### config.mk
export PLATFORM = sky130hd
export DESIGN_NAME = tmt_timer_two
export DESIGN_NICKNAME = d
export VERILOG_FILES = /design/src/include/tmt_pkg.sv /design/src/tmt_edge_det.sv /design/src/tmt_timer_two.sv
export SDC_FILE = /design/constraint.sdc
export NUM_CORES = 1
export LEC_CHECK = 0
export ABC_AREA = 1
export BUFFER_PORTS_ARGS = -buffer_cell sky130_fd_sc_hd__buf_2
export CAP_MARGIN = 20
export CORE_MARGIN = 3
export CORE_UTILIZATION = 50
export DETAILED_ROUTE_END_ITERATION = 10
export PLACE_DENSITY = 0.74
export SLEW_MARGIN = 40
export SYNTH_ARGS = -nofsm -noshare
export SYNTH_HDL_FRONTEND = slang
export SYNTH_SLANG_ARGS = --single-unit
### constraint.sdc
create_clock -name ref_clk -period 4.7 [get_ports ref_clk]
set_input_delay 0.47 -clock ref_clk [delete_from_list [all_inputs] [get_ports ref_clk]]
set_output_delay 0.47 -clock ref_clk [all_outputs]
set_load 0.02 [all_outputs]
### src/include/tmt_pkg.sv
package tmt_pkg;
  localparam logic [11:0] CONTROL_OFS  = 12'h0c8;
  localparam logic [11:0] MODE_OFS     = 12'h0c9;
  localparam logic [11:0] CAPLOW_OFS   = 12'h0ca;
  localparam logic [11:0] CAPHIGH_OFS  = 12'h0cb;
  localparam logic [11:0] CNTLOW_OFS   = 12'h0cc;
  localparam logic [11:0] CNTHIGH_OFS  = 12'h0cd;
  localparam logic [7:0]  CONTROL_RST  = 8'h00;
  localparam logic [7:0]  MODE_RST     = 8'h00;
  localparam logic [7:0]  MODE_UNUSED  = 8'hfc;
  localparam logic [15:0] COUNT_MAX    = 16'hffff;
  localparam logic [15:0] COUNT_RST    = 16'h0000;
  localparam int          OVF_BIT      = 7;
  localparam int          EXT_BIT      = 6;
  localparam int          RXB_BIT      = 5;
  localparam int          TXB_BIT      = 4;
  localparam int          TEN_BIT      = 3;
  localparam int          RUN_BIT      = 2;
  localparam int          SRC_BIT      = 1;
  localparam int          CAP_BIT      = 0;
  localparam int          OE_BIT       = 1;
  localparam int          DOWN_COUNT_ENABLE_BIT     = 0;
endpackage

### src/tmt_edge_det.sv
`timescale 1ns/10ps
module tmt_edge_det (
  input  wire logic ref_clk,
  input  wire logic nrst,
  input  wire logic pinIn,
  output logic      pinLevel,
  output logic      fallPulse
);
  logic smp_r;
  // previous sample compared to current; pins are already synchronous
  always_ff @(posedge ref_clk or negedge nrst) begin
    if (!nrst) begin
      smp_r <= 1'b1;
    end else begin
      smp_r <= pinIn;
    end
  end
  assign pinLevel  = pinIn;
  assign fallPulse = smp_r & ~pinIn;
endmodule

### src/tmt_timer_two.sv
`timescale 1ns/10ps
module tmt_timer_two (
  input  wire logic        ref_clk,
  input  wire logic        nrst,
  input  wire logic        psel,
  input  wire logic        penable,
  input  wire logic        pwrite,
  input  wire logic [11:0] paddr,
  input  wire logic [31:0] pwdata,
  output logic      [31:0] prdata,
  output logic             pready,
  output logic             pslverr,
  input  wire logic        triggerPin,
  input  wire logic        countPinIn,
  output logic             countPinOut,
  output logic             countPinOe,
  output logic             timerIrq,
  output logic             rxBaudTick,
  output logic             txBaudTick,
  output logic             rxBaudSelect,
  output logic             txBaudSelect
);
  import tmt_pkg::*;

  logic [7:0]  ctrl_r;
  logic [1:0]  mode_r;
  logic [15:0] count_r;
  logic [15:0] cap_r;
  logic        half_r;
  logic        clkOut_r;
  logic        edgeIrq_r;
  logic        rxTick_r;
  logic        txTick_r;

  logic trigLevel;
  logic trigFall;
  logic cntFall;

  tmt_edge_det trigDet (
    .ref_clk   (ref_clk),
    .nrst      (nrst),
    .pinIn     (triggerPin),
    .pinLevel  (trigLevel),
    .fallPulse (trigFall)
  );

  tmt_edge_det cntDet (
    .ref_clk   (ref_clk),
    .nrst      (nrst),
    .pinIn     (countPinIn),
    .pinLevel  (),
    .fallPulse (cntFall)
  );

  // one register per aligned word; the byte address is four times the index
  function automatic logic [11:0] byteAddr(input logic [11:0] idx);
    return {idx[9:0], 2'b00};
  endfunction

  // apb decode: zero wait states, every access completes in its access cycle
  // an unaligned address matches no register, so it reads zero and flags an error
  wire         acc       = psel & penable;
  wire         wr        = acc & pwrite;
  wire [9:0]   regIdx    = paddr[11:2];
  wire         aligned   = (paddr[1:0] == 2'b00);
  wire         mapped    = aligned && (regIdx >= CONTROL_OFS[9:0]) && (regIdx <= CNTHIGH_OFS[9:0]);
  wire         wrCtrl    = wr && (paddr == byteAddr(CONTROL_OFS));
  wire         wrMode    = wr && (paddr == byteAddr(MODE_OFS));
  wire         wrCapLo   = wr && (paddr == byteAddr(CAPLOW_OFS));
  wire         wrCapHi   = wr && (paddr == byteAddr(CAPHIGH_OFS));
  wire         wrCntLo   = wr && (paddr == byteAddr(CNTLOW_OFS));
  wire         wrCntHi   = wr && (paddr == byteAddr(CNTHIGH_OFS));
  wire [7:0]   wByte     = pwdata[7:0];

  wire         rxBaud    = ctrl_r[RXB_BIT];
  wire         txBaud    = ctrl_r[TXB_BIT];
  wire         baudMode  = rxBaud | txBaud;
  wire         trigEn    = ctrl_r[TEN_BIT];
  wire         run       = ctrl_r[RUN_BIT];
  wire         srcPin    = ctrl_r[SRC_BIT];
  wire         capMode   = ctrl_r[CAP_BIT];
  wire         outEn     = mode_r[OE_BIT];
  wire         downEn    = mode_r[DOWN_COUNT_ENABLE_BIT];
  wire         clkOutMode = outEn & ~srcPin;
  wire         fastMode  = baudMode | clkOutMode;
  // reload with down count: direction follows the trigger pin
  wire         dcMode    = ~capMode & downEn & ~baudMode;
  wire         goDown    = dcMode & ~trigLevel;

  // every-two-clocks tick in baud and clock-out modes, else source select
  wire         tick      = run & (fastMode ? half_r
                                           : (srcPin ? cntFall : 1'b1));
  wire         upRoll    = tick & ~goDown & (count_r == COUNT_MAX);
  wire         downHit   = tick & goDown & (count_r == cap_r);
  wire         rollEvt   = upRoll | downHit;
  wire         trigAct   = trigFall & trigEn & ~baudMode;
  wire         doCapture = trigAct & capMode;
  wire         trigReload = trigAct & ~capMode & ~downEn;
  wire         doReload  = (upRoll & (~capMode | baudMode)) | trigReload;
  wire         setOvf    = rollEvt & ~baudMode & ~clkOutMode;
  wire         setExtEdge = trigFall & trigEn & ~(~capMode & downEn);
  wire         togExt    = dcMode & rollEvt;

  wire [15:0]  downNext  = (count_r == cap_r) ? COUNT_MAX : count_r - 16'h0001;
  wire [15:0]  stepNext  = goDown ? downNext : count_r + 16'h0001;

  wire [7:0]   modeRead  = MODE_UNUSED | {6'h00, mode_r};

  // software write first, hardware set wins over a software clear
  wire [7:0]   ctrlWr    = wrCtrl ? wByte : ctrl_r;
  wire         ovfNxt    = setOvf | ctrlWr[OVF_BIT];
  wire         extNxt    = togExt ? ~ctrl_r[EXT_BIT] : (setExtEdge | ctrlWr[EXT_BIT]);

  always_ff @(posedge ref_clk or negedge nrst) begin
    if (!nrst) begin
      ctrl_r <= CONTROL_RST;
      mode_r <= MODE_RST[1:0];
    end else begin
      ctrl_r <= {ovfNxt, extNxt, ctrlWr[5:0]};
      if (wrMode) begin
        mode_r <= wByte[1:0];
      end
    end
  end

  always_ff @(posedge ref_clk or negedge nrst) begin
    if (!nrst) begin
      count_r <= COUNT_RST;
    end else if (wrCntLo) begin
      count_r <= {count_r[15:8], wByte};
    end else if (wrCntHi) begin
      count_r <= {wByte, count_r[7:0]};
    end else if (doReload) begin
      count_r <= cap_r;
    end else if (tick) begin
      count_r <= stepNext;
    end
  end

  always_ff @(posedge ref_clk or negedge nrst) begin
    if (!nrst) begin
      cap_r <= COUNT_RST;
    end else if (doCapture) begin
      cap_r <= count_r;
    end else if (wrCapLo) begin
      cap_r <= {cap_r[15:8], wByte};
    end else if (wrCapHi) begin
      cap_r <= {wByte, cap_r[7:0]};
    end
  end

  // half-rate divider; clock output flips on each up-count rollover, not when a down count hits the capture value
  always_ff @(posedge ref_clk or negedge nrst) begin
    if (!nrst) begin
      half_r   <= 1'b0;
      clkOut_r <= 1'b0;
    end else begin
      half_r <= fastMode ? ~half_r : 1'b0;
      if (!clkOutMode) begin
        clkOut_r <= 1'b0;
      end else if (upRoll) begin
        clkOut_r <= ~clkOut_r;
      end
    end
  end

  // interrupt request held until flag cleared; toggle mode never requests on the edge flag
  always_ff @(posedge ref_clk or negedge nrst) begin
    if (!nrst) begin
      edgeIrq_r <= 1'b0;
      rxTick_r  <= 1'b0;
      txTick_r  <= 1'b0;
    end else begin
      edgeIrq_r <= extNxt & ~dcMode;
      rxTick_r  <= upRoll & rxBaud;
      txTick_r  <= upRoll & txBaud;
    end
  end

  logic [7:0] rdByte;
  always_comb begin
    case (paddr)
      byteAddr(CONTROL_OFS): rdByte = ctrl_r;
      byteAddr(MODE_OFS):    rdByte = modeRead;
      byteAddr(CAPLOW_OFS):  rdByte = cap_r[7:0];
      byteAddr(CAPHIGH_OFS): rdByte = cap_r[15:8];
      byteAddr(CNTLOW_OFS):  rdByte = count_r[7:0];
      byteAddr(CNTHIGH_OFS): rdByte = count_r[15:8];
      default:               rdByte = 8'h00;
    endcase
  end

  // read data registered during setup so it is a flop output in access phase
  always_ff @(posedge ref_clk or negedge nrst) begin
    if (!nrst) begin
      prdata <= 32'h00000000;
    end else if (psel && !penable) begin
      prdata <= {24'h000000, rdByte};
    end
  end

  assign pready       = 1'b1;
  assign pslverr      = acc & ~mapped;
  assign timerIrq     = (ctrl_r[OVF_BIT] & ~clkOutMode) | edgeIrq_r;
  assign countPinOut  = clkOut_r;
  assign countPinOe   = clkOutMode;
  assign rxBaudTick   = rxTick_r;
  assign txBaudTick   = txTick_r;
  assign rxBaudSelect = rxBaud;
  assign txBaudSelect = txBaud;
endmodule

Word-level counts from Yosys, hierarchy flattened
Cells that the tools add are included.

word-level totals
  input bits = 51
  output and inout port bits = 41
  register bits = 57
  word-level logic and storage cells = 116

operators by class
  multiplexer cells = 17
  bitwise logic cells = 51
  add/subtract/negate cells = 2
  $lt $le $gt $ge = 2
  eq/ne operators = 11
  reductions and logical operators = 18

operator list
  kind                                                                                  count
  16-bit two-way mux                                                                    8
  12-bit by 10-bit == test with 1-bit output, second input constant                     6
  8-bit case mux with 6 select lines                                                    1
  1-bit bitwise AND                                                                     28
  16-bit by 1-bit adder with 16-bit output, second input constant                       1
  16-bit == test                                                                        1
  16-bit == test, second input constant                                                 1
  8-bit two-way mux                                                                     2
  16-bit by 1-bit subtractor with 16-bit output, second input constant                  1
  1-bit NOT                                                                             15
  10-bit by 8-bit greater-or-equal comparator with 1-bit output, second input constant  1
  10-bit by 8-bit <= comparator with 1-bit output, second input constant                1
  1-bit logical AND                                                                     9
  1-bit OR                                                                              8
  1-bit two-way mux                                                                     6
  2-bit AND reduction                                                                   3
  3-bit nonzero test                                                                    2
  2-bit by 1-bit inequality test with 1-bit output, second input constant               2
  2-bit nonzero test                                                                    2
  2-bit logical NOT                                                                     1
  2-bit inequality test, second input constant                                          1
  1-bit logical NOT                                                                     1

Depth between registers and ports, before layout
  depth after elaboration = 12
  depth in mapped cells = 16
  gate-level depth less buffers = 15

By module
From an unflattened synthesis, not the netlist that was laid out.

second synthesis, totals
  cells, all modules = 672
  area total of the unflattened synthesis = 4519.3 sq um

modules (own cells, without submodules)
  module         cells an instance  area an instance (sq um)  times used  seq. area each (sq um)
  tmt_timer_two  664                4431.8                    1           1376.3
  tmt_edge_det   4                  43.8                      2           26.3

Worst setup path after synthesis
Ideal clock, no wire load.

  path kind = input -> output
  start point = input paddr[7]
  end point = output pslverr
  arrival time = 1313 ps
  path buffers = 0
  data required time = 4230 ps
  cell stages on the path = 5
  slack = 2917 ps
  cells stage by stage = nor2_1 > nand3_1 > nor2_1 > nand2_1 > a31oi_1

on the way
  longest elaborated chain between the ends = 5
  elaborated cells on any way between the ends = 6
  classes of those cells = order compare (2); bitwise (2); reduce/logical (2)

ends and longest elaborated chain
  element                                                        RTL line              source
  from (decl)                                                    tmt_timer_two.sv:8    input wire logic [11:0] paddr,
  10-bit by 8-bit greater-or-equal comparator with 1-bit output  tmt_timer_two.sv:66   wire mapped = aligned && (regIdx >= CONTROL_OFS[9:0]) && (regIdx <= CNTHIGH_OFS[9:0]);
  1-bit logical AND                                              tmt_timer_two.sv:66
  1-bit logical AND (*)                                          tmt_timer_two.sv:66
  1-bit NOT (*)                                                  tmt_timer_two.sv:203  assign pslverr = acc & ~mapped;
  1-bit bitwise AND (*)                                          tmt_timer_two.sv:203
  to (decl)                                                      tmt_timer_two.sv:12   output logic pslverr,

Mark *: on every way between the ends. The rest lies on a longest branch, timed or not.

Final worst setup path
  start point = register ctrl_r[5]
  end point = register count_r[2]

on the way
  longest elaborated chain between the ends = 12
  elaborated cells on any way between the ends = 23
  classes of those cells = mux (6); bitwise (15); reduce/logical (2)

ends and longest elaborated chain
  element                         RTL line                                  source
  from (decl)                     tmt_timer_two.sv:25                       logic [7:0] ctrl_r;
  from (signal assigned)          tmt_timer_two.sv:119                      ctrl_r <= {ovfNxt, extNxt, ctrlWr[5:0]};
  1-bit OR (*)                    tmt_timer_two.sv:77                       wire baudMode = rxBaud | txBaud;
  1-bit NOT                       tmt_timer_two.sv:87, tmt_timer_two.sv:96
  1-bit bitwise AND               tmt_timer_two.sv:87                       wire dcMode = ~capMode & downEn & ~baudMode;
  1-bit bitwise AND               tmt_timer_two.sv:88                       wire goDown = dcMode & ~trigLevel;
  1-bit NOT                       tmt_timer_two.sv:93                       wire upRoll = tick & ~goDown & (count_r == COUNT_MAX);
  1-bit bitwise AND (2 in a row)  tmt_timer_two.sv:93
  1-bit bitwise AND               tmt_timer_two.sv:99                       wire doReload = (upRoll & (~capMode | baudMode)) | trigReload;
  1-bit OR                        tmt_timer_two.sv:99
  16-bit two-way mux              tmt_timer_two.sv:133                      end else if (doReload) begin
  16-bit two-way mux              tmt_timer_two.sv:131                      end else if (wrCntHi) begin
  8-bit two-way mux               tmt_timer_two.sv:129                      end else if (wrCntLo) begin
  to (signal assigned)            tmt_timer_two.sv:130                      count_r <= {count_r[15:8], wByte};
  to (signal assigned)            tmt_timer_two.sv:132                      count_r <= {wByte, count_r[7:0]};
  to (signal assigned)            tmt_timer_two.sv:134                      count_r <= cap_r;
  to (decl)                       tmt_timer_two.sv:27                       logic [15:0] count_r;

Mark *: on every way between the ends. The rest lies on a longest branch, timed or not. The select of a mux whose other input is x is not followed.
A chain may end at the register's enable or synchronous reset.

==> results.py <==
metrics = {
    "finish": {
        "fillCellCount": 905,
        "drive_gt1_frac": 0.1252,
        "syn_to_final_growth_pct": 7.514,
        "multi_input_area_mm2": 0.002589,
        "fin_nets": 791,
        "n_antenna_cell": 0,
        "register_area_mm2": 0.001429,
    },
    "critical_path": {
        "crit_arrival_ns": 2.63,
        "r2r_setup_slack_ns": 2.31,
        "crit_path_cell_trace": "nor2_4, nand4_4, inv_1, nand2_1, o21ai_0, nand2_1, nand3_1, nand2_1",
        "reg2reg_to": "count_r[2]",
        "crit_top_cell": "nand2_1",
        "cp_slowest_cell": "inv_1",
        "end_kind": "flop",
        "slowest_delay_ns": 0.54,
        "cp_max_fo": 17,
        "cp.required_ns": 4.94,
        "critPathKind": "flop to flop",
        "start_kind": "flop",
        "reg2reg_from": "ctrl_r[5]",
        "rr_worst_depth": 8,
    },
    "route": {
        "viasPerCell": 5.816,
        "drtPass1Iterations": 5,
        "post_drt_wl_per_cell_um": 16.95,
        "ant_nets": 0,
        "drt_iter0_drc": 512,
        "post-route-drc-count": 0,
        "routed_wl_mm": 14.42,
        "num_vias": 4949,
    },
    "floorplan": {
        "start_util": 0.5200,
        "die_area_mm2": 0.01034,
        "die_h_um": 101.7,
        "core-area_mm2": 0.008806,
        "io_pins": 92,
        "fp.dieW_um": 101.7,
        "std_cell_rows": 34,
    },
    "cts": {
        "clock_sinks": 57,
        "post_cts_resized": 0,
        "htreeDepth": 3,
        "postCtsSetupRepairBufs": 0,
        "cts_tree": "yes",
        "numCtsBuffers": 9,
        "cts_root_buffer": "clkbuf_8",
        "insertion_delay_ns": 0.36,
        "cts_hold_buf": 0,
        "path_clk_slew_ns": 0.08,
        "clockBufferDepth": 2,
    },
    "yosys": {
        "yosysWarnings": 0,
        "synth_area_mm2": 0.004579,
        "ys.flop_type": "dfrtp_1",
        "yosysSeqAreaShare": 0.3120,
        "netlist-cell-type-count": 36,
        "netlist_instances": 704,
        "synth_seq_cells": 57,
        "synth-edff-count": 0,
        "synth.avg_cell_area_um2": 6.505,
        "async_reset_ff_frac": 1.000,
    },
    "hold_path": {
        "hold_end": "trigDet.smp_r",
        "hold_class": "primary input to flop",
        "min_from": "triggerPin",
        "hold_depth": 1,
    },
    "pwr": {
        "leakagePower_nw": 2.525,
        "peakVddDrop_v": 0.0001665,
        "power_density_mw_per_mm2": 233.3,
    },
    "global_routing": {
        "grt_first_pass_wirelength_mm": 22.63,
        "grt_max_degree": 58,
        "grt_pass1_vias": 4452,
        "grt_overflow": 0,
        "antenna_found_initial": 0,
        "groute.usage.overall": 0.2855,
    },
    "timing": {
        "fin_ws_ns": 2.311,
        "tightest_slew_ns": 0.7381,
        "hold_violations": 0,
        "finalSetupViolCount": 0,
        "fin_crit_ns": 2.389,
        "finClkSkew_ns": 0.01340,
        "slew_violations": 0,
        "relSlewSlack": 0.5079,
        "fmax_mhz": 418.5,
        "fin_crit_sh": 0.5083,
        "rsz0062_at_grt": "false",
        "fin_setup_tns_ns": 0,
    },
    "place": {
        "dp_hpwl_mm": 11.00,
        "pre_cts_ws_ns": 2.381,
        "port_buffers": 42,
        "gp_congestion": 0.9917,
    },
    "run_status": {
        "status": "completed",
    },
    "job": {
        "drv_cap": 0,
    },
}
[metrics by stage]
stage / std cells / cell area, um2 / power (mW) / util / hold WS [ns]
after floorplan: 727 / 4666 / 0.6202 / - / 0.1744
after global placement: 835 / 4717 / 0.6556 / 0.5357 / 0.4702
after detailed placement: 835 / 4717 / 0.6569 / 0.5357 / 0.4731
after CTS: 851 / 4923 / 1.146 / 0.5591 / 0.2170
after global routing: 851 / 4923 / 1.183 / 0.5591 / 0.2186
final: 851 / 4923 / 1.149 / 0.5591 / 0.2141
[placed cells by master, fill, tap and decap left out, drive strengths merged, types with 17 or more instances in the layout]
| cell | count |
|---|---|
| nand2 | 202 |
| nor2 | 94 |
| inv | 91 |
| nand3 | 60 |
| dfrtp | 55 |
| buf | 43 |
| o21ai | 32 |
| a21oi | 29 |
| conb | 25 |
| o221ai | 17 |
| o22ai | 17 |
[metal layers]
metal  vias to the layer above  global-route usage  wire, um
met3                        58             0.05234      1468
li1                       2318                   -         -
met4                         0              0.1227       491
met2                       310              0.4532      6490
met5                         -                   0         0
met1                      2263              0.3814      5973
[cell families after synthesis]
group                      synth area share
AOI/OAI and AO/OA                    0.1448
buffers and inverters                0.1415
DFF                                  0.3120
other                              0.001640
and+or+nand+nor                      0.3658
adders and majority gates          0.005464
xor gates and xnor gates            0.02869
[cell type report]
class,instances,share of cell area
Clock buffer,12,0.03151
Clock inverter,4,0.01042
Inverter,92,0.07039
Multi-Input combinational cell,535,0.5258
Sequential cell,57,0.2902
Tap cell,108,0.02745
Timing Repair Buffer,43,0.04422
[where the power goes]
part	internal, mW	switching, mW	leakage [nW]
clock network	0.274	0.225	0.103
registers	0.501	0.00823	0.776
logic	0.0369	0.104	1.65
total	0.812	0.337	2.52
[worst max-delay path, delay by kind of cell (launching register included)]
family	cells	cell delay [ns]
compound gates	1	0.24
flops	1	0.43
simple gates	6	1.05
buf+inv	1	0.54
[synth_stat cells (all sizes together), types with 2 or more instances]
cell type	n	share of area
xor2	15	0.029
nand4	16	0.027
dfstp	2	0.011
dfrtp	55	0.30
o221ai	17	0.033
inv	91	0.075
o22ai	17	0.023
nor2	94	0.087
clkbuf	3	0.0025
a22oi	7	0.011
a21oi	29	0.033
ha	2	0.0055
a31oi	2	0.0027
nand2	202	0.17
o21ai	32	0.035
nor3	10	0.011
buf	40	0.063
nand3	60	0.068
o211ai	3	0.0049
conb	2	0.0016
[worst max path at each step]
stage / depth (start not counted) / slack, ns / startpoint / end
floorplan: 5 / 2.92 / paddr[7] / pslverr
global placement: 13 / 2.39 / paddr[1] / count_r[8]
detailed placement: 8 / 2.38 / ctrl_r[5] / count_r[2]
CTS: 8 / 2.37 / ctrl_r[5] / count_r[2]
global route: 11 / 2.11 / count_r[7] / edgeIrq_r
finish: 8 / 2.31 / ctrl_r[5] / count_r[2]
[registers in the layout, summed over array words and instances, names as in the netlist, 2 cells and up]
name / cells
count_r: 16
prdata: 8
cap_r: 16
ctrl_r: 8
mode_r: 2
(Power assumes the default switching activity.)
